[src/rcr_defines.svh]
`ifndef RCR_DEFINES_SVH
`define RCR_DEFINES_SVH

// ============================================================
// register addresses on the host port
`define RCR_ADDR_W 6
`define RCR_ADDR_CTRL1 6'h05
`define RCR_ADDR_CTRL2 6'h06
`define RCR_ADDR_ANALOG_MUX_CHANNEL 6'h07

// ============================================================
// data word layout: word bit n is frame bit n+8
`define RCR_DATA_W 16
`define RCR_NUM_RAILS 7
`define RCR_NUM_TSD 6
`define RCR_C1_PD_DIS 15
`define RCR_C1_OFF_HI 14
`define RCR_C1_OFF_LO 8
`define RCR_C1_ON_HI 6
`define RCR_C1_ON_LO 0
`define RCR_C2_SLEW_HI 15
`define RCR_C2_SLEW_LO 14
`define RCR_C2_REACT_HI 13
`define RCR_C2_REACT_LO 8
`define RCR_C2_LS_HI 4
`define RCR_C2_LS_LO 3
`define RCR_C2_HS_HI 1
`define RCR_C2_HS_LO 0
`define RCR_MX_RATIO 5
`define RCR_MX_CH_HI 4
`define RCR_MX_CH_LO 0

// ============================================================
// reset values
`define RCR_LS_RESET 2'h3
`define RCR_ZERO16 16'h0000
`endif

[src/rcr_pkg.sv]
package rcr_pkg;
    // host request on the register port
    typedef struct packed {
        logic wr;
        logic rd;
        logic [5:0] addr;
        logic [15:0] wdata;
    } rcr_req_t;

    // nonvolatile power-up configuration
    typedef struct packed {
        logic [6:0] rail_en;
        logic [1:0] boost_slew;
        logic [5:0] thermal_reaction;
        logic [1:0] hs_drive;
    } rcr_otp_t;

    // analog settings leaving the block
    typedef struct packed {
        logic [1:0] boost_slew_sel;
        logic [1:0] prereg_lowside_drive;
        logic [1:0] prereg_highside_drive;
        logic analog_mux_channel_ratio;
        logic [4:0] analog_mux_channel;
    } rcr_analog_t;

    // load sequencer states
    typedef enum logic [1:0] {
        RCR_ST_RESET = 2'b00,
        RCR_ST_LOAD = 2'b01,
        RCR_ST_RUN = 2'b10
    } rcr_state_t;
endpackage

[src/rcr_sync2.sv]
module rcr_sync2 #(
    parameter int W = 1
) (
    // clock and reset
    input wire logic i_sys_clk,
    input wire logic i_rst,
    // data
    input wire logic [W-1:0] i_async,
    output logic [W-1:0] o_sync_q
);
    logic [W-1:0] meta_q;

    // two stage synchroniser, first stage feeds only the second
    always_ff @(posedge i_sys_clk or posedge i_rst)
    begin
        if (i_rst)
        begin
            meta_q <= '0;
            o_sync_q <= '0;
        end
        else
        begin
            meta_q <= i_async;
            o_sync_q <= meta_q;
        end
    end
endmodule // rcr_sync2

[src/rcr_rail_state.sv]
module rcr_rail_state (
    // clock and reset
    input wire logic i_sys_clk,
    input wire logic i_rst,
    // controls
    input wire logic i_load,
    input wire logic i_load_val,
    input wire logic i_on_req,
    input wire logic i_off_req,
    input wire logic i_tsd_evt,
    // state
    output logic o_on_q
);
    logic on_d;

    // power-up load first, then thermal trip, then off, then on; zero writes hold
    always_comb
    begin
        on_d = o_on_q;
        if (i_load)
            on_d = i_load_val;
        else if (i_tsd_evt)
            on_d = 1'b0;
        else if (i_off_req)
            on_d = 1'b0;
        else if (i_on_req)
            on_d = 1'b1;
    end

    // rail on flag
    always_ff @(posedge i_sys_clk or posedge i_rst)
    begin
        if (i_rst)
            o_on_q <= 1'b0;
        else
            o_on_q <= on_d;
    end
endmodule // rcr_rail_state

[src/rcr_regulator_ctrl.sv]
`include "rcr_defines.svh"

module rcr_regulator_ctrl
    import rcr_pkg::*;
(
    // clock and reset
    input wire logic i_sys_clk,
    input wire logic i_rst,
    // register port
    input wire rcr_req_t i_req,
    output logic [15:0] o_rdata_q,
    output logic o_rd_valid_q,
    output logic o_addr_err_q,
    // power-up configuration
    input wire rcr_otp_t i_otp,
    // thermal shutdown pins, boost down to ldo_b
    input wire logic [5:0] i_thermal_shutdown,
    // regulator controls
    output logic [6:0] o_rail_en_q,
    output logic o_prereg_pd_dis_q,
    output logic o_deep_failsafe_state_req_q,
    output logic o_ready_q,
    output rcr_analog_t o_analog_q
);

    // ============================================================
    // declarations
    rcr_state_t state_q;
    rcr_state_t state_d;
    logic load;
    logic running;
    logic [5:0] tsd_sync;
    logic [5:0] tsd_prev_q;
    logic [5:0] tsd_prev_d;
    logic [5:0] tsd_evt;
    logic [6:0] rail_tsd;
    logic [6:0] on_req;
    logic [6:0] off_req;
    logic [6:0] rail_on;
    logic wr_c1;
    logic wr_c2;
    logic wr_mx;
    logic hit;
    logic pd_dis_q;
    logic pd_dis_d;
    logic [1:0] slew_q;
    logic [1:0] slew_d;
    logic [5:0] react_q;
    logic [5:0] react_d;
    logic [1:0] ls_q;
    logic [1:0] ls_d;
    logic [1:0] hs_q;
    logic [1:0] hs_d;
    logic ratio_q;
    logic ratio_d;
    logic [4:0] chan_q;
    logic [4:0] chan_d;
    logic [15:0] rdata_d;
    logic rd_valid_d;
    logic addr_err_d;
    logic deep_failsafe_state_d;
    rcr_analog_t analog_d;

    // ============================================================
    // power-up load sequencer
    always_comb
    begin
        case (state_q)
            RCR_ST_RESET:
                state_d = RCR_ST_LOAD;
            RCR_ST_LOAD:
                state_d = RCR_ST_RUN;
            RCR_ST_RUN:
                state_d = RCR_ST_RUN;
            default:
                state_d = RCR_ST_RESET;
        endcase
    end

    // otp values are taken on the second edge after reset release
    assign load = (state_q == RCR_ST_LOAD);
    assign running = (state_q == RCR_ST_RUN);

    // sequencer state
    always_ff @(posedge i_sys_clk or posedge i_rst)
    begin
        if (i_rst)
            state_q <= RCR_ST_RESET;
        else
            state_q <= state_d;
    end

    // ============================================================
    // thermal shutdown inputs
    rcr_sync2 #(
        .W(`RCR_NUM_TSD)
    ) u_tsd_sync (
        .i_sys_clk(i_sys_clk),
        .i_rst(i_rst),
        .i_async(i_thermal_shutdown),
        .o_sync_q(tsd_sync)
    );

    // rising edge of a synchronised shutdown flag is one event
    assign tsd_prev_d = tsd_sync;
    assign tsd_evt = tsd_sync & ~tsd_prev_q;
    assign rail_tsd = {1'b0, tsd_evt}; // pre-regulator has no reaction bit

    // edge detector history
    always_ff @(posedge i_sys_clk or posedge i_rst)
    begin
        if (i_rst)
            tsd_prev_q <= '0;
        else
            tsd_prev_q <= tsd_prev_d;
    end

    // ============================================================
    // address decode
    always_comb
    begin
        wr_c1 = i_req.wr && running && (i_req.addr == `RCR_ADDR_CTRL1);
        wr_c2 = i_req.wr && running && (i_req.addr == `RCR_ADDR_CTRL2);
        wr_mx = i_req.wr && running && (i_req.addr == `RCR_ADDR_ANALOG_MUX_CHANNEL);
        hit = (i_req.addr == `RCR_ADDR_CTRL1) || (i_req.addr == `RCR_ADDR_CTRL2)
            || (i_req.addr == `RCR_ADDR_ANALOG_MUX_CHANNEL);
    end

    // ============================================================
    // on and off requests, one-cycle strobes from a write
    always_comb
    begin
        off_req = '0;
        on_req = '0;
        if (wr_c1)
        begin
            off_req = i_req.wdata[`RCR_C1_OFF_HI:`RCR_C1_OFF_LO];
            on_req = i_req.wdata[`RCR_C1_ON_HI:`RCR_C1_ON_LO];
        end
    end

    // one state keeper per rail: bit 6 pre-regulator down to bit 0 ldo_b
    genvar g;
    generate
        for (g = 0; g < `RCR_NUM_RAILS; g++)
        begin : g_rail
            rcr_rail_state u_rail (
                .i_sys_clk(i_sys_clk),
                .i_rst(i_rst),
                .i_load(load),
                .i_load_val(i_otp.rail_en[g]),
                .i_on_req(on_req[g]),
                .i_off_req(off_req[g]),
                .i_tsd_evt(rail_tsd[g]),
                .o_on_q(rail_on[g])
            );
        end
    endgenerate

    // ============================================================
    // deep failsafe request on a trip with reaction set
    assign deep_failsafe_state_d = |(tsd_evt & react_q);

    // ============================================================
    // configuration registers next values
    always_comb
    begin
        pd_dis_d = pd_dis_q;
        slew_d = slew_q;
        react_d = react_q;
        ls_d = ls_q;
        hs_d = hs_q;
        ratio_d = ratio_q;
        chan_d = chan_q;
        if (load)
        begin
            slew_d = i_otp.boost_slew;
            react_d = i_otp.thermal_reaction;
            hs_d = i_otp.hs_drive;
        end
        if (wr_c1)
            pd_dis_d = i_req.wdata[`RCR_C1_PD_DIS];
        if (wr_c2)
        begin
            slew_d = i_req.wdata[`RCR_C2_SLEW_HI:`RCR_C2_SLEW_LO];
            react_d = i_req.wdata[`RCR_C2_REACT_HI:`RCR_C2_REACT_LO];
            ls_d = i_req.wdata[`RCR_C2_LS_HI:`RCR_C2_LS_LO];
            hs_d = i_req.wdata[`RCR_C2_HS_HI:`RCR_C2_HS_LO];
        end
        if (wr_mx)
        begin
            ratio_d = i_req.wdata[`RCR_MX_RATIO];
            chan_d = i_req.wdata[`RCR_MX_CH_HI:`RCR_MX_CH_LO];
        end
    end

    // configuration registers, fixed reset values
    always_ff @(posedge i_sys_clk or posedge i_rst)
    begin
        if (i_rst)
        begin
            pd_dis_q <= 1'b0;
            slew_q <= '0;
            react_q <= '0;
            ls_q <= `RCR_LS_RESET;
            hs_q <= '0;
            ratio_q <= 1'b0;
            chan_q <= '0;
        end
        else
        begin
            pd_dis_q <= pd_dis_d;
            slew_q <= slew_d;
            react_q <= react_d;
            ls_q <= ls_d;
            hs_q <= hs_d;
            ratio_q <= ratio_d;
            chan_q <= chan_d;
        end
    end

    // ============================================================
    // read path; request bits of the first register read as zero
    always_comb
    begin
        rdata_d = `RCR_ZERO16;
        rd_valid_d = i_req.rd;
        addr_err_d = (i_req.rd || i_req.wr) && !hit;
        if (i_req.rd)
        begin
            case (i_req.addr)
                `RCR_ADDR_CTRL1:
                    rdata_d[`RCR_C1_PD_DIS] = pd_dis_q;
                `RCR_ADDR_CTRL2:
                begin
                    rdata_d[`RCR_C2_SLEW_HI:`RCR_C2_SLEW_LO] = slew_q;
                    rdata_d[`RCR_C2_REACT_HI:`RCR_C2_REACT_LO] = react_q;
                    rdata_d[`RCR_C2_LS_HI:`RCR_C2_LS_LO] = ls_q;
                    rdata_d[`RCR_C2_HS_HI:`RCR_C2_HS_LO] = hs_q;
                end
                `RCR_ADDR_ANALOG_MUX_CHANNEL:
                begin
                    rdata_d[`RCR_MX_RATIO] = ratio_q;
                    rdata_d[`RCR_MX_CH_HI:`RCR_MX_CH_LO] = chan_q;
                end
                default:
                    rdata_d = `RCR_ZERO16;
            endcase
        end
    end

    // ============================================================
    // analog settings bundle
    always_comb
    begin
        analog_d.boost_slew_sel = slew_d;
        analog_d.prereg_lowside_drive = ls_d;
        analog_d.prereg_highside_drive = hs_d;
        analog_d.analog_mux_channel_ratio = ratio_d;
        analog_d.analog_mux_channel = chan_d;
    end

    // output registers
    always_ff @(posedge i_sys_clk or posedge i_rst)
    begin
        if (i_rst)
        begin
            o_rdata_q <= `RCR_ZERO16;
            o_rd_valid_q <= 1'b0;
            o_addr_err_q <= 1'b0;
            o_rail_en_q <= '0;
            o_prereg_pd_dis_q <= 1'b0;
            o_deep_failsafe_state_req_q <= 1'b0;
            o_ready_q <= 1'b0;
            o_analog_q <= '{2'h0, `RCR_LS_RESET, 2'h0, 1'b0, 5'h00};
        end
        else
        begin
            o_rdata_q <= rdata_d;
            o_rd_valid_q <= rd_valid_d;
            o_addr_err_q <= addr_err_d;
            o_rail_en_q <= rail_on; // follows the keepers by one edge
            o_prereg_pd_dis_q <= pd_dis_d;
            o_deep_failsafe_state_req_q <= deep_failsafe_state_d;
            o_ready_q <= running;
            o_analog_q <= analog_d;
        end
    end

endmodule // rcr_regulator_ctrl

[config.mk]
export PLATFORM = sky130hd
export DESIGN_NAME = rcr_regulator_ctrl
export DESIGN_NICKNAME = d
export VERILOG_FILES = /design/src/rcr_pkg.sv /design/src/rcr_sync2.sv /design/src/rcr_rail_state.sv /design/src/rcr_regulator_ctrl.sv
export VERILOG_INCLUDE_DIRS = /design/src /design/src/src
export SDC_FILE = /design/constraint.sdc
export NUM_CORES = 1
export LEC_CHECK = 0
export ABC_CLOCK_PERIOD_IN_PS = 2300
export BUFFER_PORTS_ARGS = -buffer_cell sky130_fd_sc_hd__buf_2
export CORE_UTILIZATION = 52
export CTS_BUF_LIST = sky130_fd_sc_hd__clkbuf_4 sky130_fd_sc_hd__clkbuf_8
export DETAILED_ROUTE_END_ITERATION = 7
export GPL_TIMING_DRIVEN = 1
export PLACE_DENSITY = 0.78
export SLEW_MARGIN = 20
export SYNTH_ARGS = -nofsm -noshare
export SYNTH_HDL_FRONTEND = slang
export SYNTH_SLANG_ARGS = --single-unit
[constraint.sdc]
create_clock -name i_sys_clk -period 2.3 [get_ports i_sys_clk]
set_input_delay 0.345 -clock i_sys_clk [delete_from_list [all_inputs] [get_ports i_sys_clk]]
set_output_delay 0.345 -clock i_sys_clk [all_outputs]
set_load 0.05 [all_outputs]
==> metrics.md, run 1 <==
| Metric | Value |
|---|---|
| FF-to-FF Start | state_q[0] |
| Share of layout cells above drive strength 1 | 47.9% |
| Yosys reg bits | 71 |
| Worst Skew | 0.00559 ns |
| I/O pin cnt | 89 |
| Setup violators final | 0 |
| FF-to-FF path depth | 5 |
| Number of port buffers | 85 |
| Clock sink count | 71 |
| Resize count post-CTS | 0 |
| RSZ-0062 raised after global routing | no |
| Post-route ant nets | 0 |
| Non-filler cells, final | 362 |
| Initial antenna violation count | 0 |
| Startpoint type of the worst setup path | register |
| Ys async rst share | 100% |
| Max Slew Vio Count | 0 |
| Setup TNS Final | 0 ns |
| DR vias | 1,891 |
| Yosys top cell by area | dfrtp_1 |
| Synth warn | 0 |
| Post-synth top flop | dfrtp_1 |
| Switching share of power | 26.0% |
| CTS buffer count | 9 |
| Worst R2R End | react_q[4] |
| Vias per inst | 5.22 |
| Syn-to-layout area delta | 27.4% |
| Final Total Pwr | 2.97 mW |
| LEAKAGE | 1.74 nW |
| VDD IR max | 0.000597 V |
| Hold/Removal Path Class | in -> async |
| Mapped Area | 2760 µm² |
| Routability congestion estimate | 0.805 |
| Tot GR Track Use | 21.7% |
| Avg Inst Size Synth | 14.0 µm² |
| Drc violations | 0 |
| Post-Place Cells | 346 |
| CTS root buf | clkbuf_8 |
| CTS Buffer Depth | 2 |
| P_sw | 0.772 mW |
| Vias in the first global route | 1,850 |
| Hold Vio Cnt, Final | 0 |
| Fmax | 0.535 GHz |
| Hold buffer count at CTS | 0 |
| Worst setup slack after layout | 0.430 ns |
| Min cycle time layout | 1.87 ns |
| Die Wd | 74.9 µm |
| DP Area | 3270 µm² |
| Pint | 2.19 mW |
| Number of antenna repair diodes | 0 |
| Post-CTS setup buffers | 0 |
| Clock Pin Slew Worst Setup and Hold Paths | 0.07 ns |
| Max_cap viols | 0 |
| Gr ovfl total | 0 |
| Worst-path cell chain | inv_1, ha_1, and2_1, nand4b_2, mux2_2 |
| CP required | 2.52 ns |
| Crit. End Element | register |
| Final Util | 68.9% |
| Final net count | 339 |
| WL per Instance | 15.3 µm |
| Crit path largest cell delay | 0.44 ns |
| Detailed placer's ending HPWL | 3960 µm |
| Register area share after synthesis | 64.4% |
| Die area | 5610 µm² |
| CTS tree | done |
| Status | finished clean |
| Slew Limit Headroom | 59.7% |
| FF-to-FF setup slack | 0.43 ns |
| Core area | 5110 µm² |
| Top post-synthesis cells by area | dfrtp_1 62%, mux2_2 11%, mux2i_1 2.9% |
| Fin crit share | 81.3% |
| Largest net degree at the start of global routing | 34 |
| Later-pin clock latency in the skew report | 0.33 ns |
| Initial Util | 54.1% |
| Combinational share of power | 13.9% |
| Worst path bufs/invs | 1 |
| Top cell type's share of synthesized area | 62.5% |
| Number of core rows | 26 |
| Detailed Routing Iterations Pass 1 | 4 |
| Slowest-stage cell, CP | nand4b_2 |
| Clock share of power | 39.9% |
| Flop pwr share | 46.2% |
| Netlist cell types | 36 |
| Mapped Cells | 198 |
| H-tree levels | 3 |
| EDFF count, synth | 0 |
| Delay-heaviest family, CP | simple AND/OR/NAND/NOR gates |
| Routed WL | 5530 µm |
| Global-route wire length before repair | 8670 µm |
| Post-route cell area | 3520 µm² |
| Hold Slack | 0.0755 ns |
| Die Ht | 74.9 µm |
| Power per cell area | 843 nW/µm² |
| WP data arrival | 2.09 ns |
| Pre-CTS worst setup slack | 0.382 ns |
| CP Max Fanout | 12 |
| Slew at the pin closest to its max-slew limit | 0.604 ns |
| Iteration-0 DRC Markers | 83 |
| Critical path class | reg -> reg |
area by class of cell:
type | instances | area [µm²]
well taps | 70 | 87.6
clock buffers | 9 | 124
flip-flops and latches | 71 | 1780
fillers | 397 | 1590
multi-input cells | 111 | 905
repair buffers | 90 | 488
clock inverters | 7 | 121
inverters | 4 | 15.0
registers in the layout, summed over array words and instances, names as in the netlist, 2 cells and up:
name / flops
react_q: 6
o_analog_q: 12
g_rail.u_rail.o_on_q: 7
u_tsd_sync.meta_q: 6
o_rail_en_q: 7
u_tsd_sync.o_sync_q: 6
state_q: 2
o_rdata_q: 14
tsd_prev_q: 6
cell families after synthesis:
logic type,Yosys count,synth area share (%)
and+or+nand+nor,48,11.4
muxes,35,13.9
other,1,0.136
AOI/OAI and AO/OA,23,5.80
buffers and inverters,17,2.99
adders and majority gates,3,1.36
DFF,71,64.4
Yosys cell counts, types with 2 or more instances:
master	number
a21oi_1	7
a221oi_1	6
and3_1	3
buf_2	6
buf_4	3
clkbuf_1	4
dfrtp_1	69
dfstp_2	2
ha_1	3
inv_1	4
mux2_2	27
mux2i_1	8
nand2_1	6
nand2b_1	4
nand3_1	8
nand3b_1	5
nor2_1	5
nor2b_1	2
nor3b_1	6
o21a_1	2
o21ai_0	3
layout by cell type (no fill, tap or decap), types with 2 or more instances in the layout:
master	instances
o21a_1	2
bufinv_16	3
a221oi_1	6
conb_1	2
nor3b_1	6
buf_12	2
buf_4	3
nor2_1	5
nand3_1	8
nand2_1	6
nand3b_1	5
clkbuf_8	9
nand2b_1	4
dfrtp_1	69
nor2b_1	2
a21oi_1	7
ha_1	3
buf_2	85
mux2i_1	8
mux2_2	27
inv_1	3
dfstp_2	2
and3_1	3
clkinvlp_4	3
o21ai_0	3
power groups by stage:
stage,Sequential (mW),Clock (mW),Combinational [mW]
final,1.37,1.18,0.412
after global routing,1.38,1.24,0.441
after CTS,1.37,1.20,0.416
after detailed placement,1.40,0,0.414
after global placement,1.39,0,0.408
after floorplan,1.53,0,0.156
layer usage:
layer	share of wire, %	GRT usage [%]	vias up
li1	-	-	877
met1	43	28.7	930
met2	49	35.1	74
met3	5.9	4.15	10
met4	1.8	9.64	0
met5	0	0	-
how the worst max path moves through the flow:
stage	from	end	slack, ns	cells after the start
3_5_place_dp	i_req[19]	g_rail[4].u_rail.o_on_q	0.38	4
6_report	state_q[0]	react_q[4]	0.43	5
3_3_place_gp	i_req[19]	g_rail[2].u_rail.o_on_q	0.39	4
4_1_cts	state_q[0]	react_q[4]	0.41	5
2_1_floorplan	i_rst	g_rail[0].u_rail.o_on_q	0.16	1
5_1_grt	state_q[0]	o_analog_q[11]	0.26	5
(Power assumes the default switching activity.)
==> inputs of run 2 (changes only) <==
ABC_AREA = 1   (was not set)
ABC_CLOCK_PERIOD_IN_PS = 1870   (was 2300)
CORE_UTILIZATION = 53   (was 52)
PLACE_DENSITY = 0.79   (was 0.78)
clock period = 1.87 ns   (was 2.3 ns; I/O delays follow)
==> metrics.md, run 2 <==
| Metric | Value |
|---|---|
| Status | finished clean |
| Worst-path cell chain | inv_1, ha_1, nand2_1, inv_2, nand2_1, buf_4, nand3_1, nand2_1 |
| Post-synth top flop | dfrtp_1 |
| Fin crit share | 88.9% (+7.6 points) |
| Core area | 5200 µm² (+1.9%) |
| Yosys reg bits | 71 (unchanged) |
| Gr ovfl total | 0 (unchanged) |
| Fmax | 0.601 GHz (+12%) |
| Slew at the pin closest to its max-slew limit | 0.614 ns (+0.0108 ns) |
| Hold Vio Cnt, Final | 0 (unchanged) |
| Max_cap viols | 0 (unchanged) |
| Post-CTS setup buffers | 0 (unchanged) |
| Number of port buffers | 85 (unchanged) |
| Vias in the first global route | 2,390 (+29%) |
| Register area share after synthesis | 61.1% (-3.3 points) |
| Routed WL | 6220 µm (+13%) |
| Final net count | 467 (+38%) |
| Iteration-0 DRC Markers | 121 (+46%) |
| CTS tree | done |
| Netlist cell types | 24 (-33%) |
| Commonest non-fill, non-tap cell in the layout | nand2_1 |
| Avg Inst Size Synth | 8.96 µm² (-36%) |
| EDFF count, synth | 0 (unchanged) |
| Hold/Removal Path Class | in -> async |
| Top-count cell post-synth | nand2_1 |
| Detailed Routing Iterations Pass 1 | 4 (unchanged) |
| Power per cell area | 963 nW/µm² (+14%) |
| VDD IR max | 0.000671 V (+12%) |
| Worst Skew | 0.00729 ns (+0.00171 ns) |
| Hold Slack | 0.0208 ns (-0.0548 ns) |
| DR vias | 2,398 (+27%) |
| Detailed placer's ending HPWL | 4460 µm (+13%) |
| WL per Instance | 12.7 µm (-17%) |
| Slew Limit Headroom | 59.0% (-0.70 points) |
| CP required | 2.10 ns (-0.42 ns) |
| Initial Util | 56.0% (+1.9 points) |
| WP data arrival | 1.89 ns (-0.20 ns) |
| Global-route wire length before repair | 10,900 µm (+26%) |
| Clock Pin Slew Worst Setup and Hold Paths | 0.07 ns (about the same) |
| Largest net degree at the start of global routing | 72 (+110%) |
| Tot GR Track Use | 24.8% (+3.2 points) |
| Drc violations | 0 (unchanged) |
| CP Max Fanout | 18 (+6) |
| Setup TNS Final | 0 ns (unchanged) |
| Die Wd | 76.1 µm (+1.7%) |
| Die area | 5800 µm² (+3.4%) |
| Commonest non-fill, non-tap cells in the layout | 114 x nand2_1, 85 x buf_2, 69 x dfrtp_1 |
| CTS buffer count | 9 (unchanged) |
| Post-route cell area | 3620 µm² (+2.9%) |
| Later-pin clock latency in the skew report | 0.34 ns (about the same) |
| Largest register by flop count | o_rdata_q |
| CTS Buffer Depth | 2 (unchanged) |
| Largest regs | o_rdata_q x14, o_analog_q x12 |
| Setup violators final | 0 (unchanged) |
| Crit path largest cell delay | 0.38 ns (-0.06 ns) |
| Routability congestion estimate | 0.807 (+0.21%) |
| Resize count post-CTS | 0 (unchanged) |
| Number of core rows | 26 (unchanged) |
| Synth cell count leaders | 114 x nand2_1, 69 x dfrtp_1, 51 x inv_1 |
| Post-route ant nets | 0 (unchanged) |
| RSZ-0062 raised after global routing | no |
| Yosys top cell by area | dfrtp_1 |
| Die Ht | 76.1 µm (+1.7%) |
| Critical path class | reg -> reg |
| Vias per inst | 4.89 (-6.3%) |
| Fill cell count | 425 (+7.1%) |
| Synth warn | 0 (unchanged) |
| H-tree levels | 3 (unchanged) |
| I/O pin cnt | 89 (unchanged) |
| LEAKAGE | 2.11 nW (+21%) |
| Slowest-stage cell, CP | dfrtp_1 |
| Worst setup slack after layout | 0.207 ns (-0.223 ns) |
| Max reg flops | 14 (unchanged) |
| Share of layout cells above drive strength 1 | 28.3% (-20 points) |
| Hold buffer count at CTS | 0 (unchanged) |
| Min cycle time layout | 1.66 ns (-0.207 ns) |
| DP Area | 3420 µm² (+4.5%) |
| Syn-to-layout area delta | 24.3% |
| Mapped Area | 2910 µm² (+5.4%) |
| Clock sink count | 71 (unchanged) |
| CTS root buf | clkbuf_8 |
| Number of antenna repair diodes | 0 (unchanged) |
| Max Slew Vio Count | 0 (unchanged) |
| Ys async rst share | 100% (unchanged) |
| Most frequent CP cell | nand2_1 |
| Mapped Cells | 325 (+64%) |
| Initial antenna violation count | 0 (unchanged) |
| Pre-CTS worst setup slack | 0.229 ns (-0.154 ns) |
| Top post-synthesis cells by area | dfrtp_1 59%, nand2_1 15%, inv_1 6.6% |
| Top cell type's share of synthesized area | 59.3% (-3.2 points) |
| Crit. End Element | register |
| Startpoint type of the worst setup path | register |
## run 2: power by group
| group | leakage [nW] | switching, mW | internal, mW |
|---|---|---|---|
| Combinational | 1.11 | 0.393 | 0.144 |
| Clock | 0.103 | 0.541 | 0.678 |
| Sequential | 0.891 | 0.0810 | 1.65 |
## run 2: per-stage QoR
step | std cells | utilization (%) | total power [mW]
6_report | 490 | 69.6 | 3.49
5_1_grt | 490 | 69.6 | 3.65
4_1_cts | 490 | 69.6 | 3.51
3_5_place_dp | 474 | 65.7 | 2.29
3_3_place_gp | 474 | 65.7 | 2.28
2_1_floorplan | 326 | - | 2.12
## run 2: final timing paths
path                       slack (ns)             startpoint                     end  depth (start not counted)
hold / removal                   0.02                  i_rst           o_rdata_q[13]                          3
hold reg to reg                  0.35   u_tsd_sync.meta_q[1]  u_tsd_sync.o_sync_q[1]                          0
setup reg to reg                 0.21             state_q[0]              react_q[4]                          8
min in group i_sys_clk           0.04  i_thermal_shutdown[5]    u_tsd_sync.meta_q[5]                          1
setup / recovery                 0.21             state_q[0]              react_q[4]                          8
max in group asynchronous        1.51                  i_rst           o_analog_q[8]                          3
## run 2: critical path, delay by kind of cell (launching register included)
kind,cells,cell delay [ns]
adders and majority gates,1,0.18
and+or+nand+nor,4,0.41
DFF,1,0.38
buffers and inverters,3,0.58
## run 2: layout make-up
| type | instances | area [µm²] | share of cell area (%) |
|---|---|---|---|
| sequential | 71 | 1780 | 49.1 |
| multi-input combinational | 191 | 880 | 24.3 |
| timing repair buffer | 90 | 475 | 13.1 |
| inverter | 52 | 199 | 5.49 |
| clock buffer | 12 | 153 | 4.22 |
| tap | 70 | 87.6 | 2.42 |
| clock inverter | 4 | 47.5 | 1.31 |
## run 2: layer usage
metal	wire, µm	GRT usage [%]
met5	0	0
met4	184	13.7
met3	460	7.78
met2	3030	39.2
met1	2550	30.6
## run 2: cell families after synthesis
| family | after synthesis | synth area share, % |
|---|---|---|
| buffers and inverters | 64 | 8.85 |
| other | 1 | 0.129 |
| adder cells (fa/ha/maj) | 3 | 1.29 |
| flip-flops | 71 | 61.1 |
| AND/OR/NAND/NOR | 169 | 25.4 |
| AO/OA/AOI/OAI | 17 | 3.22 |
==> inputs of run 3 (changes only) <==
PLACE_DENSITY = 0.82   (was 0.79)
==> metrics.md, run 3 (synthesis gave the netlist of run 2 again) <==
| Metric | Value |
|---|---|
| CTS root buf | clkbuf_8 |
| Slowest-stage cell, CP | dfrtp_1 |
| Min cycle time layout | 1.56 ns (-0.0996 ns) |
| Initial Util | 56.0% (unchanged) |
| Max reg flops | 14 (unchanged) |
| DR vias | 2,389 (-0.38%) |
| Tot GR Track Use | 23.3% (-1.5 points) |
| Initial antenna violation count | 0 (unchanged) |
| Largest net degree at the start of global routing | 38 (-47%) |
| I/O pin cnt | 89 (unchanged) |
| Fmax | 0.640 GHz (+6.4%) |
| Largest regs | o_rdata_q x14, o_analog_q x12 |
| Status | finished clean |
| Number of port buffers | 85 (unchanged) |
| Detailed Routing Iterations Pass 1 | 4 (unchanged) |
| Clock Pin Slew Worst Setup and Hold Paths | 0.07 ns (about the same) |
| Resize count post-CTS | 0 (unchanged) |
| Clock sink count | 71 (unchanged) |
| Routed WL | 6210 µm (-0.14%) |
| Critical path class | reg -> reg |
| Fill cell count | 395 (-7.1%) |
| CTS tree | done |
| Power per cell area | 1020 nW/µm² (+5.5%) |
| FF-to-FF path depth | 10 (+2) |
| Slew at the pin closest to its max-slew limit | 0.597 ns (-0.0173 ns) |
| Vias per inst | 4.86 (-0.78%) |
| H-tree levels | 3 (unchanged) |
| CP Max Fanout | 17 (-1) |
| Most frequent CP cell | nand2_1 |
| Max_cap viols | 0 (unchanged) |
| WP data arrival | 1.80 ns (-0.09 ns) |
| Gr ovfl total | 0 (unchanged) |
| Global-route wire length before repair | 10,500 µm (-4.1%) |
| Iteration-0 DRC Markers | 142 (+17%) |
| Detailed placer's ending HPWL | 4530 µm (+1.5%) |
| Die area | 5800 µm² (unchanged) |
| Setup TNS Final | 0 ns (unchanged) |
| CP required | 2.10 ns (about the same) |
| Number of core rows | 26 (unchanged) |
| WL per Instance | 12.6 µm (-0.55%) |
| Syn-to-layout area delta | 25.8% |
| Die Ht | 76.1 µm (unchanged) |
| Hold Slack | 0.0440 ns (+0.0232 ns) |
| Commonest non-fill, non-tap cells in the layout | 114 x nand2_1, 85 x buf_2, 69 x dfrtp_1 |
| Die Wd | 76.1 µm (unchanged) |
| Later-pin clock latency in the skew report | 0.34 ns (about the same) |
| Fin crit share | 83.6% (-5.3 points) |
| Hold Path Depth | 1 |
| Post-route ant nets | 0 (unchanged) |
| LEAKAGE | 2.14 nW (+1.3%) |
| CTS Buffer Depth | 2 (unchanged) |
| Vias in the first global route | 2,386 (-0.17%) |
| Hold Vio Cnt, Final | 0 (unchanged) |
| Worst Skew | 0.00966 ns (+0.00237 ns) |
| Startpoint type of the worst setup path | register |
| Multi-input logic area | 880 µm² (unchanged) |
| Share of layout cells above drive strength 1 | 28.7% (+0.34 points) |
| Number of antenna repair diodes | 0 (unchanged) |
| Crit path largest cell delay | 0.39 ns (about the same) |
| RSZ-0062 raised after global routing | no |
| Register area | 1780 µm² (unchanged) |
| Crit. End Element | register |
| Worst-path cell chain | inv_1, ha_1, nand2_1, inv_2, buf_4, nand4_1, nand2_1, inv_1, nand2_1, nand2_1 |
| Max Slew Vio Count | 0 (unchanged) |
| Final net count | 469 (+0.43%) |
| Post-CTS setup buffers | 0 (unchanged) |
| Slew Limit Headroom | 60.1% (+1.2 points) |
| Routability congestion estimate | 0.849 (+5.3%) |
| Hold buffer count at CTS | 0 (unchanged) |
| CTS buffer count | 9 (unchanged) |
| Core area | 5200 µm² (unchanged) |
| Setup violators final | 0 (unchanged) |
| Commonest non-fill, non-tap cell in the layout | nand2_1 |
| Drc violations | 0 (unchanged) |
| Hold/Removal Path Class | in -> reg |
| VDD IR max | 0.000586 V (-13%) |
| Largest register by flop count | o_rdata_q |
run 3: through the flow:
stage               power [mW]  cell area [µm²]  std cells  util (%)  worst slack, ns
floorplan                 2.12             2920        326         -            0.470
global placement          2.28             3420        476      65.8            0.364
detailed placement        2.29             3420        476      65.8            0.327
CTS                       3.75             3660        492      70.4            0.308
global route              3.87             3660        492      70.4            0.169
finish                    3.72             3660        492      70.4            0.307
run 3: worst max-delay path, delay by kind of cell, from the launching register on:
kind,cells,cell delay [ns]
fa+ha+maj,1,0.18
buf+inv,4,0.42
flops,1,0.39
simple gates,5,0.46
run 3: final timing paths:
| kind | slack, ns | startpoint | endpoint |
|---|---|---|---|
| min in group asynchronous | 0.05 | i_rst | o_analog_q[10] |
| worst max register to register | 0.31 | state_q[0] | g_rail[4].u_rail.o_on_q |
| max in group asynchronous | 1.50 | i_rst | o_rail_en_q[1] |
| worst min-delay path | 0.04 | i_thermal_shutdown[4] | u_tsd_sync.meta_q[4] |
| worst min register to register | 0.35 | u_tsd_sync.meta_q[0] | u_tsd_sync.o_sync_q[0] |
| worst max-delay path | 0.31 | state_q[0] | g_rail[4].u_rail.o_on_q |
run 3: cell type report:
type / instances / share of cell area (%)
inverter: 52 / 5.43
tap: 70 / 2.39
multi-input combinational: 191 / 24.0
clock inverter: 6 / 2.97
timing repair buffer: 92 / 13.0
sequential: 71 / 48.6
clock buffer: 10 / 3.59
run 3: metal layers:
metal / wire length (µm) / up-vias / GRT usage (%)
li1: - / 1173 / -
met1: 2620 / 1110 / 28.6
met2: 3030 / 96 / 37.7
met3: 465 / 10 / 7.19
met4: 97 / 0 / 11.2
met5: 0 / - / 0
run 3: power breakdown:
part / internal (mW) / switching, mW
registers: 1.65 / 0.0793
logic: 0.143 / 0.396
clock network: 0.898 / 0.557
